--- src/rtl/agb_defs.svh ---
/*
  agb_defs.svh: offsets, field positions, reset values and widths for the
  address generation block.
  assumes: included by its bare name from the rtl module only.
*/
`ifndef AGB_DEFS_SVH
`define AGB_DEFS_SVH

// ----------------------------------------------------------------------
// register offsets (byte addresses on the ahb-lite slave)
// ----------------------------------------------------------------------
`define AGB_OFF_MODCTL   8'h00
`define AGB_OFF_BRCTL    8'h04
`define AGB_OFF_TABLE_PAGE   8'h08
`define AGB_OFF_VISPAG   8'h0c
`define AGB_OFF_STATUS   8'h10

// ----------------------------------------------------------------------
// field positions
// ----------------------------------------------------------------------
`define AGB_XSEL_LSB     0
`define AGB_YSEL_LSB     4
`define AGB_BRSEL_LSB    8
`define AGB_Y_MODULO_ENABLE_BIT   14
`define AGB_X_MODULO_ENABLE_BIT   15
`define AGB_BITREV_ENABLE_BIT     15
`define AGB_CFGSEL_BIT   7
`define AGB_VIEW_BIT     0

// ----------------------------------------------------------------------
// reset values and fixed codes
// ----------------------------------------------------------------------
`define AGB_MODCTL_RST   16'h0fff
`define AGB_BRCTL_RST    16'h0000
`define AGB_PAGE_RST     8'h00
`define AGB_SEL_OFF      4'hf
`define AGB_BRBUF_BITS   4

`endif

--- src/rtl/agb_pkg.sv ---
/*
  agb_pkg.sv: types shared by the address generation block.
  assumes: nothing beyond agb_defs.svh.
*/
`default_nettype none

package agb_pkg;

  // addressing mode of one access
  typedef enum logic [2:0] {
    AGB_MODE_DIRECT   = 3'h0,
    AGB_MODE_IND      = 3'h1,
    AGB_MODE_POST_INC = 3'h2,
    AGB_MODE_POST_DEC = 3'h3,
    AGB_MODE_PRE_INC  = 3'h4,
    AGB_MODE_PRE_DEC  = 3'h5,
    AGB_MODE_REG_OFS  = 3'h6,
    AGB_MODE_LIT_OFS  = 3'h7
  } agb_mode_t;

  // kind of program space access
  typedef enum logic [1:0] {
    AGB_PA_NONE  = 2'h0,
    AGB_PA_TBL   = 2'h1,
    AGB_PA_VIEW  = 2'h2,
    AGB_PA_FETCH = 2'h3
  } agb_pacc_t;

  // bus slave data phase state, one-hot
  typedef enum logic [1:0] {
    AGB_BS_IDLE = 2'b01,
    AGB_BS_DATA = 2'b10
  } agb_bstate_t;

endpackage

`default_nettype wire

--- src/rtl/agb_addr_gen.sv ---
/*
  agb_addr_gen.sv: x/y effective address generation with modulo and
  bit-reversed correction, program space address forming and table read
  data mapping, with an ahb-lite slave for the control registers.
  assumes: one clock, synchronous active-low reset, the pipeline presents
  one request per cycle on REQ_VALID_I, same-domain inputs.
*/
// Operation
// - modulo check wraps addresses strictly beyond a boundary, not only equal.
// - corrected pointer written back only for pre or post modify modes.
// - bit reversal only in x write generator, never reads or y.
// - only the modifier is bit reversed, addresses stay normal order.
// - bit reversal needs select not 15, enable set, pre/post increment.
// - a 15-bit bit-reverse modifier field is held.
// - bit reversed addresses are word addresses, modifier scaled to bytes.
// - byte accesses or other modes get ordinary addresses.
// - pointer plus modifier, normal offset ignored, address bit 0 cleared.
// - bit reversal beats modulo in x write; x read keeps modulo.
// - 16-entry buffer yields mirrored index sequence.
// - program space 24 bits, data space 16 bits.
// - table address is table page above full 16-bit address.
// - table page top bit selects user or configuration memory.
// - view access joins view page with low 15 bits, 23-bit address.
// - view: data bit 15 ignored, bit 15 from page bit 0, bit 23 zero.
// - view access is read-only and returns low program word only.
// - program counter advances by two per program word.
// - low table read: word, or byte picked by byte select.
// - high table read: upper byte always zero, phantom byte reads zero.
// - modulo active only with select not 15 and enable set.
`timescale 1ns/10ps
`include "agb_defs.svh"
`default_nettype none

module agb_addr_gen (
  input  wire logic        CLK_SYS_I,
  input  wire logic        RST_N_I,
  // ahb-lite slave
  input  wire logic        HSEL_I,
  input  wire logic [31:0] HADDR_I,
  input  wire logic [1:0]  HTRANS_I,
  input  wire logic        HWRITE_I,
  input  wire logic [2:0]  HSIZE_I,
  input  wire logic [31:0] HWDATA_I,
  input  wire logic        HREADY_I,
  output logic      [31:0] HRDATA_O,
  output logic             HREADYOUT_O,
  output logic             HRESP_O,
  // effective address request
  input  wire logic        REQ_VALID_I,
  input  wire logic        REQ_X_SPACE_I,
  input  wire logic        REQ_WRITE_I,
  input  wire logic        REQ_BYTE_I,
  input  wire logic [2:0]  REQ_MODE_I,
  input  wire logic [3:0]  REQ_PTR_SEL_I,
  input  wire logic [15:0] REQ_PTR_I,
  input  wire logic [15:0] REQ_OFFSET_I,
  input  wire logic [15:0] MOD_START_I,
  input  wire logic [15:0] MOD_END_I,
  output logic      [15:0] EA_O,
  output logic      [15:0] PTR_NEXT_O,
  output logic             PTR_WB_O,
  output logic             BITREV_ACTIVE_O,
  output logic             MOD_WRAP_O,
  // program space address forming
  input  wire logic [1:0]  PACC_I,
  input  wire logic [15:0] PACC_EA_I,
  input  wire logic        PACC_WRITE_I,
  input  wire logic        VIEW_ON_I,
  input  wire logic [22:0] PC_I,
  input  wire logic        PC_STEP_I,
  output logic      [23:0] PROG_ADDR_O,
  output logic             PROG_CFG_O,
  output logic             PROG_VALID_O,
  output logic             VIEW_REFUSED_O,
  output logic      [22:0] PC_NEXT_O,
  // table read data mapping
  input  wire logic        TRD_VALID_I,
  input  wire logic        TRD_HIGH_I,
  input  wire logic        TRD_BYTE_I,
  input  wire logic        TRD_BSEL_I,
  input  wire logic [23:0] PROG_WORD_I,
  output logic      [15:0] TRD_DATA_O
);

  // --------------------------------------------------------------------
  // functions
  // --------------------------------------------------------------------

  // reversed-carry add over the low buffer bits of a word address
  function automatic logic [15:0] rev_add(input logic [15:0] a, input logic [15:0] m);
    logic [15:0] ra;
    logic [15:0] rm;
    logic [15:0] rs;
    ra = '0;
    rm = '0;
    for (int i = 0; i < 16; i++) begin
      ra[i] = a[15 - i];
      rm[i] = m[15 - i];
    end
    rs = ra + rm;
    for (int i = 0; i < 16; i++) begin
      a[i] = rs[15 - i];
    end
    return a;
  endfunction

  // pointer select is a real pointer and the feature bit is set
  function automatic logic sel_on(input logic [3:0] sel, input logic en);
    return (sel != `AGB_SEL_OFF) && en;
  endfunction

  // --------------------------------------------------------------------
  // registers
  // --------------------------------------------------------------------
  logic [15:0]              modctl_q;
  logic [15:0]              brctl_q;
  logic [7:0]               table_page_q;
  logic [7:0]               vispag_q;
  agb_pkg::agb_bstate_t     bs_q;
  logic [7:0]               baddr_q;
  logic                     bwr_q;
  logic                     view_ref_seen_q;

  wire logic bus_req = HSEL_I && HREADY_I && HTRANS_I[1];

  // bus slave address phase capture, zero wait states
  always_ff @(posedge CLK_SYS_I) begin
    if (!RST_N_I) begin
      bs_q    <= agb_pkg::AGB_BS_IDLE;
      baddr_q <= 8'h00;
      bwr_q   <= 1'b0;
    end else begin
      bs_q    <= bus_req ? agb_pkg::AGB_BS_DATA : agb_pkg::AGB_BS_IDLE;
      baddr_q <= HADDR_I[7:0];
      bwr_q   <= bus_req && HWRITE_I;
    end
  end

  // register writes in the data phase
  always_ff @(posedge CLK_SYS_I) begin
    if (!RST_N_I) begin
      modctl_q <= `AGB_MODCTL_RST;
      brctl_q  <= `AGB_BRCTL_RST;
      table_page_q <= `AGB_PAGE_RST;
      vispag_q <= `AGB_PAGE_RST;
    end else if (bs_q == agb_pkg::AGB_BS_DATA && bwr_q) begin
      case (baddr_q)
        `AGB_OFF_MODCTL: modctl_q <= HWDATA_I[15:0];
        `AGB_OFF_BRCTL:  brctl_q  <= HWDATA_I[15:0]; // 15-bit modifier
        `AGB_OFF_TABLE_PAGE: table_page_q <= HWDATA_I[7:0];
        `AGB_OFF_VISPAG: vispag_q <= HWDATA_I[7:0];
        default: ;
      endcase
    end
  end

  // read data for the next data phase, unmapped reads give zero
  always_ff @(posedge CLK_SYS_I) begin
    if (!RST_N_I) begin
      HRDATA_O <= 32'h0000_0000;
    end else if (bus_req && !HWRITE_I) begin
      case (HADDR_I[7:0])
        `AGB_OFF_MODCTL: HRDATA_O <= {16'h0000, modctl_q};
        `AGB_OFF_BRCTL:  HRDATA_O <= {16'h0000, brctl_q};
        `AGB_OFF_TABLE_PAGE: HRDATA_O <= {24'h000000, table_page_q};
        `AGB_OFF_VISPAG: HRDATA_O <= {24'h000000, vispag_q};
        `AGB_OFF_STATUS: HRDATA_O <= {29'h0, view_ref_seen_q, MOD_WRAP_O, BITREV_ACTIVE_O};
        default:         HRDATA_O <= 32'h0000_0000;
      endcase
    end else begin
      HRDATA_O <= 32'h0000_0000;
    end
  end

  // ready once out of reset (low while reset is held), always okay
  always_ff @(posedge CLK_SYS_I) begin
    if (!RST_N_I) begin
      HREADYOUT_O <= 1'b0;
      HRESP_O     <= 1'b0;
    end else begin
      HREADYOUT_O <= 1'b1;
      HRESP_O     <= 1'b0;
    end
  end

  // --------------------------------------------------------------------
  // effective address generation
  // --------------------------------------------------------------------
  wire logic [3:0]  xsel   = modctl_q[`AGB_XSEL_LSB +: 4];
  wire logic [3:0]  ysel   = modctl_q[`AGB_YSEL_LSB +: 4];
  wire logic [3:0]  brsel  = modctl_q[`AGB_BRSEL_LSB +: 4];
  wire logic [14:0] br_mod = brctl_q[14:0];

  logic [15:0] step;
  logic [15:0] ea_raw;
  logic [15:0] ptr_raw;
  logic [15:0] ea_c;
  logic [15:0] ptr_c;
  logic        wb_c;
  logic        br_c;
  logic        mod_c;
  logic        wrap_c;
  logic        pre_m;
  logic        post_m;
  logic        inc_m;

  // modulo correction of one address, strict beyond test
  function automatic logic [16:0] mod_fix(input logic [15:0] a, input logic [15:0] s,
                                          input logic [15:0] e);
    if (a > e)
      return {1'b1, 16'(a - e - 16'h0001 + s)};
    else if (a < s)
      return {1'b1, 16'(e - (s - a) + 16'h0001)};
    else
      return {1'b0, a};
  endfunction

  // combinational address forming
  always_comb begin
    logic [16:0] fe;
    logic [16:0] fp;
    fe     = '0;
    fp     = '0;
    inc_m  = (REQ_MODE_I == agb_pkg::AGB_MODE_PRE_INC) ||
             (REQ_MODE_I == agb_pkg::AGB_MODE_POST_INC);
    pre_m  = (REQ_MODE_I == agb_pkg::AGB_MODE_PRE_INC) ||
             (REQ_MODE_I == agb_pkg::AGB_MODE_PRE_DEC);
    post_m = (REQ_MODE_I == agb_pkg::AGB_MODE_POST_INC) ||
             (REQ_MODE_I == agb_pkg::AGB_MODE_POST_DEC);
    step   = REQ_BYTE_I ? 16'h0001 : 16'h0002;
    // bit reversal only on x word writes through the chosen pointer
    br_c   = sel_on(brsel, brctl_q[`AGB_BITREV_ENABLE_BIT]) && REQ_X_SPACE_I && REQ_WRITE_I &&
             !REQ_BYTE_I && inc_m && (REQ_PTR_SEL_I == brsel);
    // modulo per space, off in x write while reversing
    mod_c  = REQ_X_SPACE_I ?
             (sel_on(xsel, modctl_q[`AGB_X_MODULO_ENABLE_BIT]) && REQ_PTR_SEL_I == xsel) :
             (sel_on(ysel, modctl_q[`AGB_Y_MODULO_ENABLE_BIT]) && REQ_PTR_SEL_I == ysel);
    if (br_c)
      mod_c = 1'b0;
    ptr_raw = REQ_PTR_I;
    ea_raw  = REQ_PTR_I;
    wb_c    = 1'b0;
    case (REQ_MODE_I)
      agb_pkg::AGB_MODE_POST_INC: begin
        ptr_raw = 16'(REQ_PTR_I + step);
        wb_c    = 1'b1;
      end
      agb_pkg::AGB_MODE_POST_DEC: begin
        ptr_raw = 16'(REQ_PTR_I - step);
        wb_c    = 1'b1;
      end
      agb_pkg::AGB_MODE_PRE_INC: begin
        ptr_raw = 16'(REQ_PTR_I + step);
        ea_raw  = ptr_raw;
        wb_c    = 1'b1;
      end
      agb_pkg::AGB_MODE_PRE_DEC: begin
        ptr_raw = 16'(REQ_PTR_I - step);
        ea_raw  = ptr_raw;
        wb_c    = 1'b1;
      end
      agb_pkg::AGB_MODE_REG_OFS,
      agb_pkg::AGB_MODE_LIT_OFS: ea_raw = 16'(REQ_PTR_I + REQ_OFFSET_I);
      default: ;
    endcase
    ea_c   = ea_raw;
    ptr_c  = ptr_raw;
    wrap_c = 1'b0;
    if (br_c) begin
      // pointer plus reversed-carry scaled modifier, offset ignored
      ptr_c = rev_add({REQ_PTR_I[15:1], 1'b0}, {br_mod, 1'b0});
      ptr_c[0] = 1'b0;
      ea_c = (REQ_MODE_I == agb_pkg::AGB_MODE_PRE_INC) ? ptr_c : {REQ_PTR_I[15:1], 1'b0};
    end else if (mod_c) begin
      fe     = mod_fix(ea_raw, MOD_START_I, MOD_END_I);
      fp     = mod_fix(ptr_raw, MOD_START_I, MOD_END_I);
      ea_c   = fe[15:0];
      ptr_c  = fp[15:0];
      wrap_c = fe[16] || (wb_c && fp[16]);
    end
    if (!(pre_m || post_m))
      ptr_c = REQ_PTR_I; // offset modes keep the pointer
  end

  // registered address outputs
  always_ff @(posedge CLK_SYS_I) begin
    if (!RST_N_I) begin
      EA_O            <= 16'h0000;
      PTR_NEXT_O      <= 16'h0000;
      PTR_WB_O        <= 1'b0;
      BITREV_ACTIVE_O <= 1'b0;
      MOD_WRAP_O      <= 1'b0;
    end else begin
      EA_O            <= ea_c;
      PTR_NEXT_O      <= ptr_c;
      PTR_WB_O        <= REQ_VALID_I && wb_c;
      BITREV_ACTIVE_O <= REQ_VALID_I && br_c;
      MOD_WRAP_O      <= REQ_VALID_I && wrap_c;
    end
  end

  // --------------------------------------------------------------------
  // program space address forming
  // --------------------------------------------------------------------
  logic [23:0] pa_c;
  logic        pv_c;
  logic        pcfg_c;
  logic        pref_c;

  // 24-bit program address from a 16-bit data address, or from the program counter for fetches
  always_comb begin
    pa_c   = 24'h000000;
    pv_c   = 1'b0;
    pcfg_c = 1'b0;
    pref_c = 1'b0;
    case (PACC_I)
      agb_pkg::AGB_PA_TBL: begin
        pa_c   = {table_page_q, PACC_EA_I};
        pcfg_c = table_page_q[`AGB_CFGSEL_BIT];
        pv_c   = 1'b1;
      end
      agb_pkg::AGB_PA_VIEW: begin
        if (PACC_EA_I[15] && VIEW_ON_I) begin
          if (PACC_WRITE_I) begin
            pref_c = 1'b1;
          end else begin
            pa_c = {1'b0, vispag_q, PACC_EA_I[14:0]};
            pv_c = 1'b1;
          end
        end
      end
      agb_pkg::AGB_PA_FETCH: begin
        pa_c = {1'b0, PC_I[22:1], 1'b0};
        pv_c = 1'b1;
      end
      default: ;
    endcase
  end

  // registered program address outputs
  always_ff @(posedge CLK_SYS_I) begin
    if (!RST_N_I) begin
      PROG_ADDR_O    <= 24'h000000;
      PROG_CFG_O     <= 1'b0;
      PROG_VALID_O   <= 1'b0;
      VIEW_REFUSED_O <= 1'b0;
    end else begin
      PROG_ADDR_O    <= pa_c;
      PROG_CFG_O     <= pcfg_c;
      PROG_VALID_O   <= pv_c;
      VIEW_REFUSED_O <= pref_c;
    end
  end

  // sticky refused-write status, set wins over a same-cycle clear
  always_ff @(posedge CLK_SYS_I) begin
    if (!RST_N_I)
      view_ref_seen_q <= 1'b0;
    else if (pref_c)
      view_ref_seen_q <= 1'b1;
    else if (bs_q == agb_pkg::AGB_BS_DATA && bwr_q && baddr_q == `AGB_OFF_STATUS &&
             HWDATA_I[2])
      view_ref_seen_q <= 1'b0;
  end

  // program counter steps by two per program word
  always_ff @(posedge CLK_SYS_I) begin
    if (!RST_N_I)
      PC_NEXT_O <= 23'h000000;
    else
      PC_NEXT_O <= PC_STEP_I ? 23'({PC_I[22:1], 1'b0} + 23'h000002) : PC_I;
  end

  // --------------------------------------------------------------------
  // table read data mapping
  // --------------------------------------------------------------------
  always_ff @(posedge CLK_SYS_I) begin
    if (!RST_N_I) begin
      TRD_DATA_O <= 16'h0000;
    end else if (TRD_VALID_I) begin
      if (!TRD_HIGH_I)
        TRD_DATA_O <= !TRD_BYTE_I ? PROG_WORD_I[15:0] :
                      {8'h00, TRD_BSEL_I ? PROG_WORD_I[15:8] : PROG_WORD_I[7:0]};
      else
        TRD_DATA_O <= (TRD_BYTE_I && TRD_BSEL_I) ? 16'h0000 :
                      {8'h00, PROG_WORD_I[23:16]};
    end
  end

endmodule

`default_nettype wire

--- config.mk ---
export PLATFORM = sky130hd
export DESIGN_NAME = agb_addr_gen
export DESIGN_NICKNAME = d
export VERILOG_FILES = /design/src/rtl/agb_pkg.sv /design/src/rtl/agb_addr_gen.sv
export VERILOG_INCLUDE_DIRS = /design/src /design/src/rtl
export SDC_FILE = /design/constraint.sdc
export NUM_CORES = 1
export LEC_CHECK = 0
export ABC_CLOCK_PERIOD_IN_PS = 7000
export BUFFER_PORTS_ARGS = -buffer_cell sky130_fd_sc_hd__clkbuf_2
export CAP_MARGIN = 20
export CORE_MARGIN = 4
export CORE_UTILIZATION = 45
export CTS_CLUSTER_SIZE = 12
export DETAILED_ROUTE_END_ITERATION = 7
export PLACE_DENSITY = 0.68
export SLEW_MARGIN = 20
export SYNTH_ARGS = -nofsm -noshare
export SYNTH_HDL_FRONTEND = slang
export SYNTH_SLANG_ARGS = --single-unit
--- constraint.sdc ---
create_clock -name CLK_SYS_I -period 7 [get_ports CLK_SYS_I]
set_clock_uncertainty 0.15 [all_clocks]
set_input_delay 0.7 -clock CLK_SYS_I [delete_from_list [all_inputs] [get_ports CLK_SYS_I]]
set_output_delay 0.7 -clock CLK_SYS_I [all_outputs]
set_load 0.02 [all_outputs]
==> results of run 1 <==
-- Yosys cell counts, types with 8 or more instances --
cell type	number
sky130_fd_sc_hd__or2_2	10
sky130_fd_sc_hd__nand2_1	139
sky130_fd_sc_hd__or3_1	21
sky130_fd_sc_hd__a221oi_1	11
sky130_fd_sc_hd__fa_1	66
sky130_fd_sc_hd__o22ai_1	25
sky130_fd_sc_hd__nor4_1	11
sky130_fd_sc_hd__nor2_1	203
sky130_fd_sc_hd__and4_1	9
sky130_fd_sc_hd__a211oi_1	17
sky130_fd_sc_hd__inv_1	89
sky130_fd_sc_hd__nand4_1	15
sky130_fd_sc_hd__clkbuf_1	63
sky130_fd_sc_hd__and3_1	17
sky130_fd_sc_hd__nor3_1	44
sky130_fd_sc_hd__o211ai_1	24
sky130_fd_sc_hd__dfxtp_1	178
sky130_fd_sc_hd__a21oi_1	115
sky130_fd_sc_hd__xnor2_1	65
sky130_fd_sc_hd__nand2b_1	30
sky130_fd_sc_hd__o21ai_0	84
sky130_fd_sc_hd__a31oi_1	19
sky130_fd_sc_hd__and2_1	19
sky130_fd_sc_hd__buf_4	18
sky130_fd_sc_hd__nand3_1	80
sky130_fd_sc_hd__xor2_1	49
sky130_fd_sc_hd__mux2_2	22
sky130_fd_sc_hd__a21o_1	23
sky130_fd_sc_hd__o21a_1	24
sky130_fd_sc_hd__nor2b_1	20
sky130_fd_sc_hd__a22oi_1	40
sky130_fd_sc_hd__ha_1	153
sky130_fd_sc_hd__a2111oi_0	8
sky130_fd_sc_hd__mux2i_1	48
-- stage by stage --
step                setup WS (ns)  cell area [µm²]  instances   util  power, mW
floorplan                    1.84            15700       1905      -       2.18
global placement            0.760            17600       2593  0.520       2.61
finish                       1.02            18200       2625  0.538       3.66
CTS                          1.08            18200       2625  0.538       3.64
detailed placement          0.652            17600       2593  0.520       2.63
global route                0.680            18200       2625  0.538       3.86
-- final cells by class --
cell class,instances,share of cell area
multi-input cells,1541,0.624
flip-flops and latches,178,0.195
repair buffers,335,0.0976
well taps,448,0.0308
clock buffers,21,0.0258
inverters,91,0.0187
clock inverters,11,0.00734
-- tightest hold or removal path, stage by stage, from the launching register on --
cell	delay (ns)
sky130_fd_sc_hd__dfxtp_1	0.31
sky130_fd_sc_hd__nand2_1	0.05
sky130_fd_sc_hd__a21oi_1	0.05
-- layer usage --
layer	vias up	routed length, µm	global-route usage
met3	123	3890	0.0469
met2	730	26500	0.489
met5	-	12	0
met1	7293	22600	0.351
met4	2	2610	0.122
li1	7310	-	-
-- worst max-delay path by stage --
stage | end | cells past startpoint
2_1_floorplan | EA_O[15]$_SDFF_PN0_ | 19
3_3_place_gp | EA_O[15]$_SDFF_PN0_ | 22
3_5_place_dp | EA_O[15]$_SDFF_PN0_ | 22
4_1_cts | EA_O[15]$_SDFF_PN0_ | 22
5_1_grt | EA_O[15]$_SDFF_PN0_ | 22
6_report | EA_O[15]$_SDFF_PN0_ | 22
-- sequential cells by signal, indices dropped and copies added (netlist names), 2 cells and up --
register and count:
HRDATA_O 16, table_page_q 8, baddr_q 8, PTR_NEXT_O 16, vispag_q 8, TRD_DATA_O 16
bs_q 2, EA_O 16, modctl_q 16, PC_NEXT_O 23, brctl_q 16, PROG_ADDR_O 24
-- logic make-up after synthesis --
family          synth area share
compound gates             0.205
xor+xnor                  0.0664
fa+ha+maj                  0.207
buf+inv                   0.0503
flops                      0.228
mux                       0.0475
other cells             0.000240
simple gates               0.196
-- where the power goes --
| part | leakage [nW] | internal, mW | switching (mW) |
|---|---|---|---|
| Sequential | 1.46 | 1.05 | 0.0175 |
| Combinational | 6.42 | 0.635 | 0.947 |
| Clock | 0.296 | 0.537 | 0.472 |
| Total | 8.17 | 2.22 | 1.44 |
==> impl_table.tex, run 1 <==
\begin{tabular}{lr}
\hline
Metric & Value \\
\hline
\multicolumn{2}{l}{\textbf{Run status}} \\
\quad Outcome & finished, final reports clean \\
\multicolumn{2}{l}{\textbf{Critical path}} \\
\quad Data required time at the worst endpoint & 7.18 ns \\
\quad Max stage delay on crit path & 0.57 ns \\
\quad Reg2reg setup slack & 3.08 ns \\
\quad Crit path max-delay family & compound AO/OA/AOI/OAI gates \\
\quad Crit. End Element & register \\
\quad CP Buf/Inv Count & 2 \\
\quad R2r startpoint & modctl\_q[4]\$\_SDFFE\_PN1P\_ \\
\quad Worst Path Max Fanout & 9 \\
\quad Type of the worst setup path & input pin to register \\
\quad Ordered list of cells on the worst path & clkbuf\_2 > inv\_1 > fa\_1 > nor2b\_1 > o21ai\_0 > a21boi\_0 > nor2\_1 > o21ai\_0 > a21oi\_1 > xor2\_1 > a21oi\_1 > fa\_1 > ha\_1 > nand2\_1 > nor4\_1 > o31ai\_1 > a31oi\_1 > a31oi\_1 > xnor2\_1 > a21oi\_1 > a221oi\_1 > mux2i\_1 \\
\quad Worst setup startpoint & REQ\_PTR\_I[1] \\
\quad Launching element type of the critical path & input pin \\
\quad Most prevalent standard cell on the critical path & sky130\_fd\_sc\_hd\_\_a21oi\_1 \\
\quad WP data arrival & 6.16 ns \\
\quad Max stage delay cell, worst path & sky130\_fd\_sc\_hd\_\_fa\_1 \\
\quad Reg-to-reg endpoint & PTR\_NEXT\_O[15]\$\_SDFF\_PN0\_ \\
\quad Reg2Reg Depth & 9 \\
\multicolumn{2}{l}{\textbf{Yosys}} \\
\quad Synthesis warning total & 0 \\
\quad Synth Instances & 1,889 \\
\quad Ranking of synthesized cells by area & sky130\_fd\_sc\_hd\_\_dfxtp\_1 (23\%), sky130\_fd\_sc\_hd\_\_ha\_1 (12\%), sky130\_fd\_sc\_hd\_\_fa\_1 (8.5\%) \\
\quad Largest area contributor in the netlist & sky130\_fd\_sc\_hd\_\_dfxtp\_1 \\
\quad Synth top area share & 0.228 \\
\quad Total of flip-flops plus latches after synthesis & around 180 \\
\quad Proportion of synthesized flip-flops having asynchronous set or reset & 0 \\
\quad Primary flip-flop cell chosen by synthesis mapping & sky130\_fd\_sc\_hd\_\_dfxtp\_1 \\
\quad Distinct cell type count after synthesis & 86 \\
\quad Mean area per synthesized cell & between 8 and 9 µm² \\
\quad Number of flops mapped to enable cells by yosys & 0 \\
\quad Sequential fraction of the synthesis area & 0.228 \\
\quad Netlist area before placement & 0.0156 mm² \\
\multicolumn{2}{l}{\textbf{Final layout}} \\
\quad Area occupied by registers & 0.00356 mm² \\
\quad Number of nets at the end of the flow & 2,604 \\
\quad Multi-input logic area & 0.0114 mm² \\
\quad Fillers & 3,230 \\
\quad Leading cell type in the layout, fill and taps excluded & sky130\_fd\_sc\_hd\_\_clkbuf\_2 \\
\quad Antenna diode instance count & 0 \\
\quad Signed area change from the synthesized netlist to the final layout & 16.6\% \\
\quad Fraction of layout instances using a drive strength above 1 & 0.196 \\
\quad Commonest cells after routing, fill and taps aside & sky130\_fd\_sc\_hd\_\_clkbuf\_2 (294), sky130\_fd\_sc\_hd\_\_nor2\_1 (203), sky130\_fd\_sc\_hd\_\_dfxtp\_1 (178), sky130\_fd\_sc\_hd\_\_ha\_1 (153), sky130\_fd\_sc\_hd\_\_nand2\_1 (139) \\
\multicolumn{2}{l}{\textbf{Floorplan}} \\
\quad Die width & 194 µm \\
\quad Die span in y & just under 200 µm \\
\quad Placement Rows & 67 \\
\quad Core Footprint & roughly 0.034 mm² \\
\quad Overall die area & 0.0378 mm² \\
\quad Top Ports & 356 \\
\quad Effective utilization at floorplan & 0.462 \\
\multicolumn{2}{l}{\textbf{Clocking}} \\
\quad Clock tree from TritonCTS & done \\
\quad Post-CTS setup buffer count & 0 \\
\quad Clock slew at the register clock pins of the worst setup and hold paths & 0.07 ns \\
\quad Level count of the clock H-tree & 4 \\
\quad CTS sink cnt & 178 \\
\quad Root Buffer & sky130\_fd\_sc\_hd\_\_clkbuf\_16 \\
\quad Max Root-Sink Buffers & 2 \\
\quad CTS Buf Count & 17 \\
\quad Number of resized instances in the post-cts repair step & 0 \\
\quad Count of hold-fix buffers inserted at cts & 0 \\
\quad Worst skew pair latency & 0.46 ns \\
\multicolumn{2}{l}{\textbf{STA}} \\
\quad Clock period minus worst slack & 5.98 ns \\
\quad Number of max-slew violations in the final report & 0 \\
\quad Transition time at the pin with the least slew margin & between 1 and 1.5 ns \\
\quad Post-Route Hold Slack & 0.311 ns \\
\quad Tightest slew margin relative to the limit & 0.294 \\
\quad Max frequency & 167 MHz \\
\quad Setup violations, final & 0 \\
\quad Period utilization & 0.855 \\
\quad Accumulated negative setup slack & 0 ns \\
\quad Final number of hold-violating endpoints & 0 \\
\quad Setup repair after global routing missed its margin & false \\
\multicolumn{2}{l}{\textbf{Routing}} \\
\quad \# DRC & 0 \\
\quad Post-route ant nets & 0 \\
\quad Total vias in the final route & 15.5k \\
\quad Wire length per cell after detailed routing & 21.2 µm \\
\quad Number of detailed-routing iterations run before antenna repair & 6 \\
\quad Vias per cell & 5.89 \\
\quad Post-Route WL & between 50,000 and 60,000 µm \\
\quad First-iteration detailed-routing DRC count & 1,320 \\
\multicolumn{2}{l}{\textbf{Worst hold path}} \\
\quad Hold Crit Endpoint & modctl\_q[12]\$\_SDFFE\_PN0P\_ \\
\quad Hold WC Path Type & register to register \\
\quad Number of cells on the worst hold path & 2 \\
\quad Hold Path Origin & modctl\_q[12]\$\_SDFFE\_PN0P\_ \\
\multicolumn{2}{l}{\textbf{Power}} \\
\quad Cell area power density & 201 mW/mm² \\
\quad Leakage power figure & 8.17 nW \\
\quad Maximum ir drop on the vdd rail & $\sim$0.21 mV \\
\multicolumn{2}{l}{\textbf{Global routing}} \\
\quad Number of antenna violations at the first check in global routing & 1 \\
\quad Number of global-route vias before repair & 14.9k \\
\quad Pin count of the biggest net entering global routing & 89 \\
\quad Total global routing overflow & 0 \\
\quad Global-route wire length before repair & roughly 85,000 µm \\
\quad GR Util All Layers & 0.284 \\
\multicolumn{2}{l}{\textbf{Place}} \\
\quad Routability congestion estimate & 0.958 \\
\quad Total of buffers placed on input and output ports & 294 \\
\quad Post-DP HPWL & 45,600 µm \\
\multicolumn{2}{l}{\textbf{Flow run}} \\
\quad Max-cap violation count & 0 \\
\hline
\end{tabular}
(Power assumes the default switching activity.)
==> run 2, diff against run 1 <==
--- a/config.mk
+++ b/config.mk
@@ -14,6 +14,7 @@
 export CTS_CLUSTER_SIZE = 12
 export DETAILED_ROUTE_END_ITERATION = 7
 export PLACE_DENSITY = 0.68
+export REMOVE_ABC_BUFFERS = 1
 export SLEW_MARGIN = 20
 export SYNTH_ARGS = -nofsm -noshare
 export SYNTH_HDL_FRONTEND = slang
==> run 2 against run 1 <==
Against the previous run: combinational power about the same; utilization barely moved; flip-flop and latch count stayed put; sequential power barely moved; wire length increased by 3.3%.
==> impl_table.tex, run 2 (synthesized netlist as in run 1, its figures left out) <==
\begin{tabular}{lr}
\hline
Metric & Value \\
\hline
\multicolumn{2}{l}{\textbf{STA}} \\
\quad Setup violations, final & 0 (unchanged) \\
\quad Setup repair after global routing missed its margin & false (unchanged) \\
\quad Clock period minus worst slack & 6.04 ns (was 5.98 ns) \\
\quad Tightest slew margin relative to the limit & 0.253 (was 0.294) \\
\quad Max frequency & 166 MHz (was 167 MHz) \\
\quad Period utilization & 0.863 (was 0.855) \\
\quad Accumulated negative setup slack & 0 ns (unchanged) \\
\quad Transition time at the pin with the least slew margin & 1.11 ns (was 1.06 ns) \\
\quad Number of max-slew violations in the final report & 0 (unchanged) \\
\quad Post-layout worst setup margin & 0.962 ns (was 1.02 ns) \\
\quad Final number of hold-violating endpoints & 0 (unchanged) \\
\quad Post-Route Hold Slack & 0.317 ns (was 0.311 ns) \\
\multicolumn{2}{l}{\textbf{Critical path}} \\
\quad Worst Path Max Fanout & 10 (was 9) \\
\quad Crit path max-delay family & compound AO/OA/AOI/OAI gates (unchanged) \\
\quad Crit. End Element & register (unchanged) \\
\quad Ordered list of cells on the worst path & clkbuf\_2 > ha\_1 > a21oi\_1 > o211ai\_1 > o21ai\_0 > nand2\_1 > a41oi\_1 > a21oi\_1 > mux2i\_1 > or3\_1 > ha\_1 > nand4\_1 > nor3\_1 > a21boi\_0 > a2111oi\_0 > nor2\_1 > nor2\_1 > nand4b\_1 > a221oi\_1 > mux2i\_1 (was clkbuf\_2 > inv\_1 > fa\_1 > nor2b\_1 > o21ai\_0 > a21boi\_0 > nor2\_1 > o21ai\_0 > a21oi\_1 > xor2\_1 > a21oi\_1 > fa\_1 > ha\_1 > nand2\_1 > nor4\_1 > o31ai\_1 > a31oi\_1 > a31oi\_1 > xnor2\_1 > a21oi\_1 > a221oi\_1 > mux2i\_1) \\
\quad Type of the worst setup path & input pin to register (unchanged) \\
\quad Reg2Reg Depth & 11 (was 9) \\
\quad CP Buf/Inv Count & 1 (was 2) \\
\quad Worst setup startpoint & REQ\_PTR\_I[1] (unchanged) \\
\quad CP Depth & 20 (was 22) \\
\quad Max stage delay on crit path & 0.67 ns (was 0.57 ns) \\
\quad Max stage delay cell, worst path & sky130\_fd\_sc\_hd\_\_nor2\_1 (was sky130\_fd\_sc\_hd\_\_fa\_1) \\
\quad Launching element type of the critical path & input pin (unchanged) \\
\quad WP data arrival & 6.21 ns (was 6.16 ns) \\
\quad R2r startpoint & modctl\_q[4]\$\_SDFFE\_PN1P\_ (unchanged) \\
\quad Data required time at the worst endpoint & 7.17 ns (was 7.18 ns) \\
\multicolumn{2}{l}{\textbf{Final layout}} \\
\quad Number of nets at the end of the flow & 2,609 (was 2,604) \\
\quad Non-filler instance count after layout & 2,631 (was 2,625) \\
\quad Fraction of layout instances using a drive strength above 1 & 0.198 (was 0.196) \\
\quad Top flop regs & PROG\_ADDR\_O x24, PC\_NEXT\_O x23 (unchanged) \\
\quad Commonest cells after routing, fill and taps aside & sky130\_fd\_sc\_hd\_\_clkbuf\_2 (294), sky130\_fd\_sc\_hd\_\_nor2\_1 (203), sky130\_fd\_sc\_hd\_\_dfxtp\_1 (178), sky130\_fd\_sc\_hd\_\_ha\_1 (153), sky130\_fd\_sc\_hd\_\_nand2\_1 (139) (unchanged) \\
\quad Leading cell type in the layout, fill and taps excluded & sky130\_fd\_sc\_hd\_\_clkbuf\_2 (unchanged) \\
\quad Layout Utilization & 0.539 (was 0.538) \\
\quad Signed area change from the synthesized netlist to the final layout & 16.7\% (was 16.6\%) \\
\quad Reg with most FFs & PROG\_ADDR\_O (unchanged) \\
\quad Fin area & 0.0182 mm² (about the same) \\
\quad Flip-flop count of the largest register after layout & 24 (unchanged) \\
\multicolumn{2}{l}{\textbf{Power}} \\
\quad Cell area power density & 199 mW/mm² (was 201 mW/mm²) \\
\quad Proportion of power drawn by flip-flops and latches & 0.293 (was 0.292) \\
\quad Switching share of total power & 0.402 (was 0.393) \\
\quad Internal portion of total power & 2.18 mW (was 2.22 mW) \\
\quad Final Total Pwr & 3.64 mW (was 3.66 mW) \\
\quad Maximum ir drop on the vdd rail & 0.197 mV (was 0.209 mV) \\
\quad Net switching power figure & 1.46 mW (was 1.44 mW) \\
\quad Clock power share & 0.267 (was 0.276) \\
\quad Combinational cell fraction of total power & 0.440 (was 0.432) \\
\quad Leakage power figure & 8.18 nW (was 8.17 nW) \\
\multicolumn{2}{l}{\textbf{Global routing}} \\
\quad Number of antenna violations at the first check in global routing & 3 (was 1) \\
\quad Pin count of the biggest net entering global routing & 89 (unchanged) \\
\quad Global-route wire length before repair & 87,700 µm (was 85,200 µm) \\
\quad Total global routing overflow & 0 (unchanged) \\
\quad Number of global-route vias before repair & 14.8k (was 14.9k) \\
\quad GR Util All Layers & 0.293 (was 0.284) \\
\multicolumn{2}{l}{\textbf{Clocking}} \\
\quad Clock slew at the register clock pins of the worst setup and hold paths & 0.08 ns (was 0.07 ns) \\
\quad Root Buffer & sky130\_fd\_sc\_hd\_\_clkbuf\_16 (unchanged) \\
\quad Number of resized instances in the post-cts repair step & 0 (unchanged) \\
\quad Post-CTS setup buffer count & 0 (unchanged) \\
\quad CTS sink cnt & 178 (unchanged) \\
\quad Clock tree from TritonCTS & done (unchanged) \\
\quad Level count of the clock H-tree & 4 (unchanged) \\
\quad CTS Buf Count & 17 (unchanged) \\
\quad Worst skew pair latency & 0.45 ns (was 0.46 ns) \\
\quad Max Root-Sink Buffers & 2 (unchanged) \\
\quad Count of hold-fix buffers inserted at cts & 0 (unchanged) \\
\multicolumn{2}{l}{\textbf{Place}} \\
\quad Number of cells in the design after placement & 2,597 (was 2,593) \\
\quad Worst slack at placement & 0.601 ns (was 0.652 ns) \\
\quad Post-DP HPWL & 46,900 µm (was 45,600 µm) \\
\quad Routability congestion estimate & 1.04 (was 0.958) \\
\quad Total of buffers placed on input and output ports & 294 (unchanged) \\
\quad Standard cell area after detailed placement & 0.0177 mm² (was 0.0176 mm²) \\
\multicolumn{2}{l}{\textbf{Routing}} \\
\quad Wire length per cell after detailed routing & 21.8 µm (was 21.2 µm) \\
\quad Number of detailed-routing iterations run before antenna repair & 6 (unchanged) \\
\quad Vias per cell & 5.88 (was 5.89) \\
\quad First-iteration detailed-routing DRC count & 1,451 (was 1,320) \\
\quad Post-Route WL & 57,400 µm (was 55,600 µm) \\
\quad Total vias in the final route & 15.5k (about the same) \\
\quad \# DRC & 0 (unchanged) \\
\quad Post-route ant nets & 0 (unchanged) \\
\multicolumn{2}{l}{\textbf{Worst hold path}} \\
\quad Hold Path Origin & modctl\_q[13]\$\_SDFFE\_PN0P\_ (was modctl\_q[12]\$\_SDFFE\_PN0P\_) \\
\quad Number of cells on the worst hold path & 2 (unchanged) \\
\quad Hold WC Path Type & register to register (unchanged) \\
\multicolumn{2}{l}{\textbf{Floorplan}} \\
\quad Top Ports & 356 (unchanged) \\
\quad Core Footprint & 0.0339 mm² (unchanged) \\
\quad Overall die area & 0.0378 mm² (unchanged) \\
\quad Effective utilization at floorplan & 0.462 (unchanged) \\
\quad Die span in y & 194 µm (unchanged) \\
\quad Placement Rows & 67 (unchanged) \\
\quad Die width & 194 µm (unchanged) \\
\multicolumn{2}{l}{\textbf{Flow run}} \\
\quad Max-cap violation count & 0 (unchanged) \\
\multicolumn{2}{l}{\textbf{Run status}} \\
\quad Outcome & finished, final reports clean (unchanged) \\
\hline
\end{tabular}
run 2: changes by cell type in the layout (fill, tap and decap cells not counted), sizes merged:
cell | previous run | this run
diode | 0 | 1
clkinvlp | 1 | 2
clkinv | 2 | 4
clkbuf | 315 | 314
inv | 98 | 97
bufinv | 1 | 0
buf | 41 | 46
run 2: layout make-up:
type	count	area, µm²
Timing Repair Buffer	340	1820
Fill cell	3276	15600
Tap cell	448	561
Multi-Input combinational cell	1541	11400
Antenna cell	1	2.50
Inverter	91	342
Clock inverter	12	114
Sequential cell	178	3560
Clock buffer	20	457
run 2: power by group through the flow:
stage	sequential [mW]	combinational, mW	clock [mW]
floorplan	1.13	1.01	0
global placement	1.09	1.55	0
detailed placement	1.09	1.57	0
CTS	1.07	1.58	0.981
global route	1.07	1.76	1.02
finish	1.07	1.60	0.971
run 2: final timing paths:
check        slack, ns                         to
max               0.96        EA_O[15]$_SDFF_PN0_
min               0.32  modctl_q[13]$_SDFFE_PN0P_
max reg2reg       2.88  PTR_NEXT_O[15]$_SDFF_PN0_
min reg2reg       0.32  modctl_q[13]$_SDFFE_PN0P_
run 2: metal layers:
layer / vias to the layer above / wire length (µm) / global-route usage
met3: 112 / 5000 / 0.0597
met5: - / 33 / 0
li1: 7321 / - / -
met2: 782 / 26800 / 0.483
met4: 4 / 2230 / 0.106
met1: 7263 / 23400 / 0.383
run 2: worst min-delay path, cell delays in order (launching register included):
cell and delay, ns:
sky130_fd_sc_hd__dfxtp_1 0.32, sky130_fd_sc_hd__nand2_1 0.05, sky130_fd_sc_hd__a21oi_1 0.05
==> run 3, diff against run 2 <==
--- a/config.mk
+++ b/config.mk
@@ -6,6 +6,7 @@
 export SDC_FILE = /design/constraint.sdc
 export NUM_CORES = 1
 export LEC_CHECK = 0
+export ABC_AREA = 1
 export ABC_CLOCK_PERIOD_IN_PS = 7000
 export BUFFER_PORTS_ARGS = -buffer_cell sky130_fd_sc_hd__clkbuf_2
 export CAP_MARGIN = 20
==> run 3 against run 2 <==
Against the previous run: non-clock buffer count down 17; final cell count up 21%; flip-flop and latch count unchanged; highest routed layer unchanged; die area up 4.6%.
==> impl_table.tex, run 3 <==
\begin{tabular}{lr}
\hline
Metric & Value \\
\hline
\multicolumn{2}{l}{\textbf{Run status}} \\
\quad Outcome & finished, final reports clean (unchanged) \\
\multicolumn{2}{l}{\textbf{Routing}} \\
\quad Vias per cell & 5.53 (was 5.88) \\
\quad \# DRC & 0 (unchanged) \\
\quad First-iteration detailed-routing DRC count & 1,633 (was 1,451) \\
\quad Number of detailed-routing iterations run before antenna repair & 6 (unchanged) \\
\quad Post-route ant nets & 0 (unchanged) \\
\quad Post-Route WL & 59,400 µm (was 57,400 µm) \\
\quad Total vias in the final route & 17.5k (was 15.5k) \\
\quad Wire length per cell after detailed routing & 18.7 µm (was 21.8 µm) \\
\multicolumn{2}{l}{\textbf{Power}} \\
\quad Cell area power density & 201 mW/mm² (was 199 mW/mm²) \\
\quad Clock power share & 0.270 (was 0.267) \\
\quad Maximum ir drop on the vdd rail & 0.162 mV (was 0.197 mV) \\
\quad Proportion of power drawn by flip-flops and latches & 0.279 (was 0.293) \\
\quad Switching share of total power & 0.429 (was 0.402) \\
\quad Leakage power figure & 9.68 nW (was 8.18 nW) \\
\quad Net switching power figure & 1.63 mW (was 1.46 mW) \\
\quad Internal portion of total power & 2.17 mW (was 2.18 mW) \\
\quad Combinational cell fraction of total power & 0.451 (was 0.440) \\
\multicolumn{2}{l}{\textbf{STA}} \\
\quad Number of max-slew violations in the final report & 0 (unchanged) \\
\quad Final number of hold-violating endpoints & 0 (unchanged) \\
\quad Clock period minus worst slack & 5.41 ns (was 6.04 ns) \\
\quad Setup repair after global routing missed its margin & false (unchanged) \\
\quad Period utilization & 0.773 (was 0.863) \\
\quad Setup violations, final & 0 (unchanged) \\
\quad Post-layout worst setup margin & 1.59 ns (was 0.962 ns) \\
\quad Accumulated negative setup slack & 0 ns (unchanged) \\
\quad Max frequency & 185 MHz (was 166 MHz) \\
\quad Transition time at the pin with the least slew margin & 1.06 ns (was 1.11 ns) \\
\quad Tightest slew margin relative to the limit & 0.290 (was 0.253) \\
\multicolumn{2}{l}{\textbf{Place}} \\
\quad Routability congestion estimate & 0.999 (was 1.04) \\
\quad Post-DP HPWL & 48,800 µm (was 46,900 µm) \\
\quad Worst slack at placement & 1.26 ns (was 0.601 ns) \\
\quad Standard cell area after detailed placement & 0.0183 mm² (was 0.0177 mm²) \\
\quad Total of buffers placed on input and output ports & 294 (unchanged) \\
\multicolumn{2}{l}{\textbf{Yosys}} \\
\quad Netlist area before placement & 0.0164 mm² (was 0.0156 mm²) \\
\quad Post-Synth Simple-Gate Area & 0.243 (was 0.196) \\
\quad Largest area contributor in the netlist & sky130\_fd\_sc\_hd\_\_dfxtp\_1 (unchanged) \\
\quad Ranking of synthesized cells by area & sky130\_fd\_sc\_hd\_\_dfxtp\_1 (22\%), sky130\_fd\_sc\_hd\_\_nand2\_1 (12\%), sky130\_fd\_sc\_hd\_\_ha\_1 (12\%) (was sky130\_fd\_sc\_hd\_\_dfxtp\_1 (23\%), sky130\_fd\_sc\_hd\_\_ha\_1 (12\%), sky130\_fd\_sc\_hd\_\_fa\_1 (8.5\%)) \\
\quad Xor/xnor share of the synthesized area & 0.0385 (was 0.0664) \\
\quad Primary flip-flop cell chosen by synthesis mapping & sky130\_fd\_sc\_hd\_\_dfxtp\_1 (unchanged) \\
\quad Area fraction in compound gates after synthesis & 0.201 (was 0.205) \\
\quad Sequential fraction of the synthesis area & 0.217 (was 0.228) \\
\quad Synth top area share & 0.217 (was 0.228) \\
\quad Synthesized-area fraction occupied by adder cells & 0.197 (was 0.207) \\
\quad Proportion of synthesized flip-flops having asynchronous set or reset & 0 (unchanged) \\
\quad Combinational family with the most area after synthesis & simple AND/OR/NAND/NOR gates (was adder cells) \\
\quad Most frequent cell after synthesis & sky130\_fd\_sc\_hd\_\_nand2\_1 (was sky130\_fd\_sc\_hd\_\_nor2\_1) \\
\quad Synthesis warning total & 0 (unchanged) \\
\quad Distinct cell type count after synthesis & 56 (was 86) \\
\quad Total of flip-flops plus latches after synthesis & 178 (unchanged) \\
\quad Mux share of post-synthesis cell area & 0 (was 0.0475) \\
\quad Mean area per synthesized cell & 6.76 µm² (was 8.28 µm²) \\
\quad Top post-synthesis cells by count & sky130\_fd\_sc\_hd\_\_nand2\_1 (532), sky130\_fd\_sc\_hd\_\_inv\_1 (330), sky130\_fd\_sc\_hd\_\_a21oi\_1 (249) (was sky130\_fd\_sc\_hd\_\_nor2\_1 (203), sky130\_fd\_sc\_hd\_\_dfxtp\_1 (178), sky130\_fd\_sc\_hd\_\_ha\_1 (153)) \\
\quad Number of flops mapped to enable cells by yosys & 0 (unchanged) \\
\quad Synth Instances & 2,423 (was 1,889) \\
\multicolumn{2}{l}{\textbf{Final layout}} \\
\quad Reg with most FFs & PROG\_ADDR\_O (unchanged) \\
\quad Antenna diode instance count & 0 (was 1) \\
\quad Top flop regs & PROG\_ADDR\_O x24, PC\_NEXT\_O x23 (unchanged) \\
\quad Fin area & 0.0190 mm² (was 0.0182 mm²) \\
\quad Flip-flop count of the largest register after layout & 24 (unchanged) \\
\quad Layout Utilization & 0.530 (was 0.539) \\
\quad Fraction of layout instances using a drive strength above 1 & 0.145 (was 0.198) \\
\quad Commonest cells after routing, fill and taps aside & sky130\_fd\_sc\_hd\_\_nand2\_1 (532), sky130\_fd\_sc\_hd\_\_inv\_1 (329), sky130\_fd\_sc\_hd\_\_clkbuf\_2 (293), sky130\_fd\_sc\_hd\_\_a21oi\_1 (249), sky130\_fd\_sc\_hd\_\_o21ai\_0 (190) (was sky130\_fd\_sc\_hd\_\_clkbuf\_2 (294), sky130\_fd\_sc\_hd\_\_nor2\_1 (203), sky130\_fd\_sc\_hd\_\_dfxtp\_1 (178), sky130\_fd\_sc\_hd\_\_ha\_1 (153), sky130\_fd\_sc\_hd\_\_nand2\_1 (139)) \\
\quad Leading cell type in the layout, fill and taps excluded & sky130\_fd\_sc\_hd\_\_nand2\_1 (was sky130\_fd\_sc\_hd\_\_clkbuf\_2) \\
\quad Signed area change from the synthesized netlist to the final layout & 15.7\% (was 16.7\%) \\
\quad Number of nets at the end of the flow & 3,139 (was 2,609) \\
\multicolumn{2}{l}{\textbf{Floorplan}} \\
\quad Core Footprint & 0.0357 mm² (was 0.0339 mm²) \\
\quad Placement Rows & 69 (was 67) \\
\quad Die span in y & 199 µm (was 194 µm) \\
\quad Effective utilization at floorplan & 0.458 (was 0.462) \\
\quad Overall die area & 0.0395 mm² (was 0.0378 mm²) \\
\quad Top Ports & 356 (unchanged) \\
\quad Die width & 199 µm (was 194 µm) \\
\multicolumn{2}{l}{\textbf{Critical path}} \\
\quad Data required time at the worst endpoint & 7.15 ns (was 7.17 ns) \\
\quad Worst setup startpoint & REQ\_PTR\_I[3] (was REQ\_PTR\_I[1]) \\
\quad Capture point of the critical path & EA\_O[11]\$\_SDFF\_PN0\_ (was EA\_O[15]\$\_SDFF\_PN0\_) \\
\quad Reg2reg setup slack & 3.88 ns (was 2.88 ns) \\
\quad Worst Path Max Fanout & 12 (was 10) \\
\quad R2r startpoint & modctl\_q[5]\$\_SDFFE\_PN1P\_ (was modctl\_q[4]\$\_SDFFE\_PN1P\_) \\
\quad Reg-to-reg endpoint & EA\_O[9]\$\_SDFF\_PN0\_ (was PTR\_NEXT\_O[15]\$\_SDFF\_PN0\_) \\
\quad Reg2Reg Depth & 11 (unchanged) \\
\quad Crit. End Element & register (unchanged) \\
\quad Launching element type of the critical path & input pin (unchanged) \\
\quad Type of the worst setup path & input pin to register (unchanged) \\
\quad WP data arrival & 5.56 ns (was 6.21 ns) \\
\multicolumn{2}{l}{\textbf{Global routing}} \\
\quad GR Util All Layers & 0.288 (was 0.293) \\
\quad Pin count of the biggest net entering global routing & 76 (was 89) \\
\quad Global-route wire length before repair & 89,700 µm (was 87,700 µm) \\
\quad Number of antenna violations at the first check in global routing & 1 (was 3) \\
\quad Number of global-route vias before repair & 16.3k (was 14.8k) \\
\quad Total global routing overflow & 0 (unchanged) \\
\multicolumn{2}{l}{\textbf{Clocking}} \\
\quad Number of resized instances in the post-cts repair step & 0 (unchanged) \\
\quad Clock tree from TritonCTS & done (unchanged) \\
\quad Level count of the clock H-tree & 4 (unchanged) \\
\quad Post-CTS setup buffer count & 0 (unchanged) \\
\quad CTS sink cnt & 178 (unchanged) \\
\quad CTS Buf Count & 17 (unchanged) \\
\quad Worst skew pair latency & 0.45 ns (about the same) \\
\quad Clock slew at the register clock pins of the worst setup and hold paths & 0.07 ns (was 0.08 ns) \\
\quad Max Root-Sink Buffers & 2 (unchanged) \\
\quad Root Buffer & sky130\_fd\_sc\_hd\_\_clkbuf\_16 (unchanged) \\
\quad Count of hold-fix buffers inserted at cts & 0 (unchanged) \\
\multicolumn{2}{l}{\textbf{Flow run}} \\
\quad Max-cap violation count & 0 (unchanged) \\
\multicolumn{2}{l}{\textbf{Worst hold path}} \\
\quad Hold WC Path Type & input pin to register (was register to register) \\
\hline
\end{tabular}
run 3: per-layer routing:
metal / vias to the layer above / wire length [µm] / GRT usage
li1: 8541 / - / -
met1: 8089 / 25900 / 0.397
met2: 812 / 27200 / 0.469
met3: 91 / 4990 / 0.0557
met4: 2 / 1330 / 0.0686
met5: - / 13 / 0
run 3: cell families (layout without fill, tap and decap cells):
| kind of cell | Yosys count | in the layout |
|---|---|---|
| AO/OA/AOI/OAI | 587 | 587 |
| XOR/XNOR | 72 | 72 |
| adder cells (fa/ha/maj) | 219 | 219 |
| buffers and inverters | 424 | 697 |
| flip-flops | 178 | 178 |
| other | 1 | 17 |
| AND/OR/NAND/NOR | 942 | 942 |
run 3: layout make-up:
| cell class | instances | area [µm²] |
|---|---|---|
| Clock buffer | 17 | 425 |
| Clock inverter | 15 | 203 |
| Fill cell | 3656 | 16800 |
| Inverter | 342 | 1290 |
| Multi-Input combinational cell | 1837 | 11200 |
| Sequential cell | 178 | 3560 |
| Tap cell | 461 | 577 |
| Timing Repair Buffer | 323 | 1690 |
run 3: how the worst min path moves through the flow:
stage,from,to,cells past startpoint
floorplan,modctl_q[11]$_SDFFE_PN1P_,modctl_q[11]$_SDFFE_PN1P_,2
global placement,modctl_q[11]$_SDFFE_PN1P_,modctl_q[11]$_SDFFE_PN1P_,2
detailed placement,modctl_q[11]$_SDFFE_PN1P_,modctl_q[11]$_SDFFE_PN1P_,2
CTS,HADDR_I[6],baddr_q[6]$_SDFF_PN0_,3
global route,HADDR_I[5],baddr_q[5]$_SDFF_PN0_,3
finish,HADDR_I[7],baddr_q[7]$_SDFF_PN0_,3
run 3: through the flow:
step,total power [mW],instances,hold slack (ns)
after floorplan,2.20,2357,0.279
final,3.80,3173,0.312
after detailed placement,2.76,3141,0.295
after global placement,2.73,3141,0.290
after global routing,4.04,3173,0.310
after CTS,3.78,3173,0.300
run 3: critical path: stages:
cell	delay (ns)
sky130_fd_sc_hd__clkbuf_2	0.24
sky130_fd_sc_hd__ha_1	0.43
sky130_fd_sc_hd__a21oi_1	0.20
sky130_fd_sc_hd__o21ai_0	0.16
sky130_fd_sc_hd__a21oi_1	0.25
sky130_fd_sc_hd__nor2_1	0.09
sky130_fd_sc_hd__nor3b_1	0.36
sky130_fd_sc_hd__a2bb2oi_1	0.44
sky130_fd_sc_hd__fa_1	0.54
sky130_fd_sc_hd__ha_1	0.38
sky130_fd_sc_hd__inv_1	0.08
sky130_fd_sc_hd__o2111ai_1	0.41
sky130_fd_sc_hd__a21boi_0	0.23
sky130_fd_sc_hd__o21ai_0	0.41
sky130_fd_sc_hd__nor2_1	0.08
sky130_fd_sc_hd__nor2_1	0.10
sky130_fd_sc_hd__nand2_1	0.05
sky130_fd_sc_hd__o21ai_0	0.11
sky130_fd_sc_hd__nand2_1	0.10
sky130_fd_sc_hd__nand2_1	0.12
sky130_fd_sc_hd__a21oi_1	0.08
run 3: power by group through the flow:
| stage | clock network [mW] | registers (mW) | logic, mW |
|---|---|---|---|
| 2_1_floorplan | 0 | 1.13 | 1.07 |
| 3_3_place_gp | 0 | 1.08 | 1.65 |
| 3_5_place_dp | 0 | 1.09 | 1.67 |
| 4_1_cts | 1.03 | 1.06 | 1.68 |
| 5_1_grt | 1.08 | 1.07 | 1.90 |
| 6_report | 1.03 | 1.06 | 1.71 |
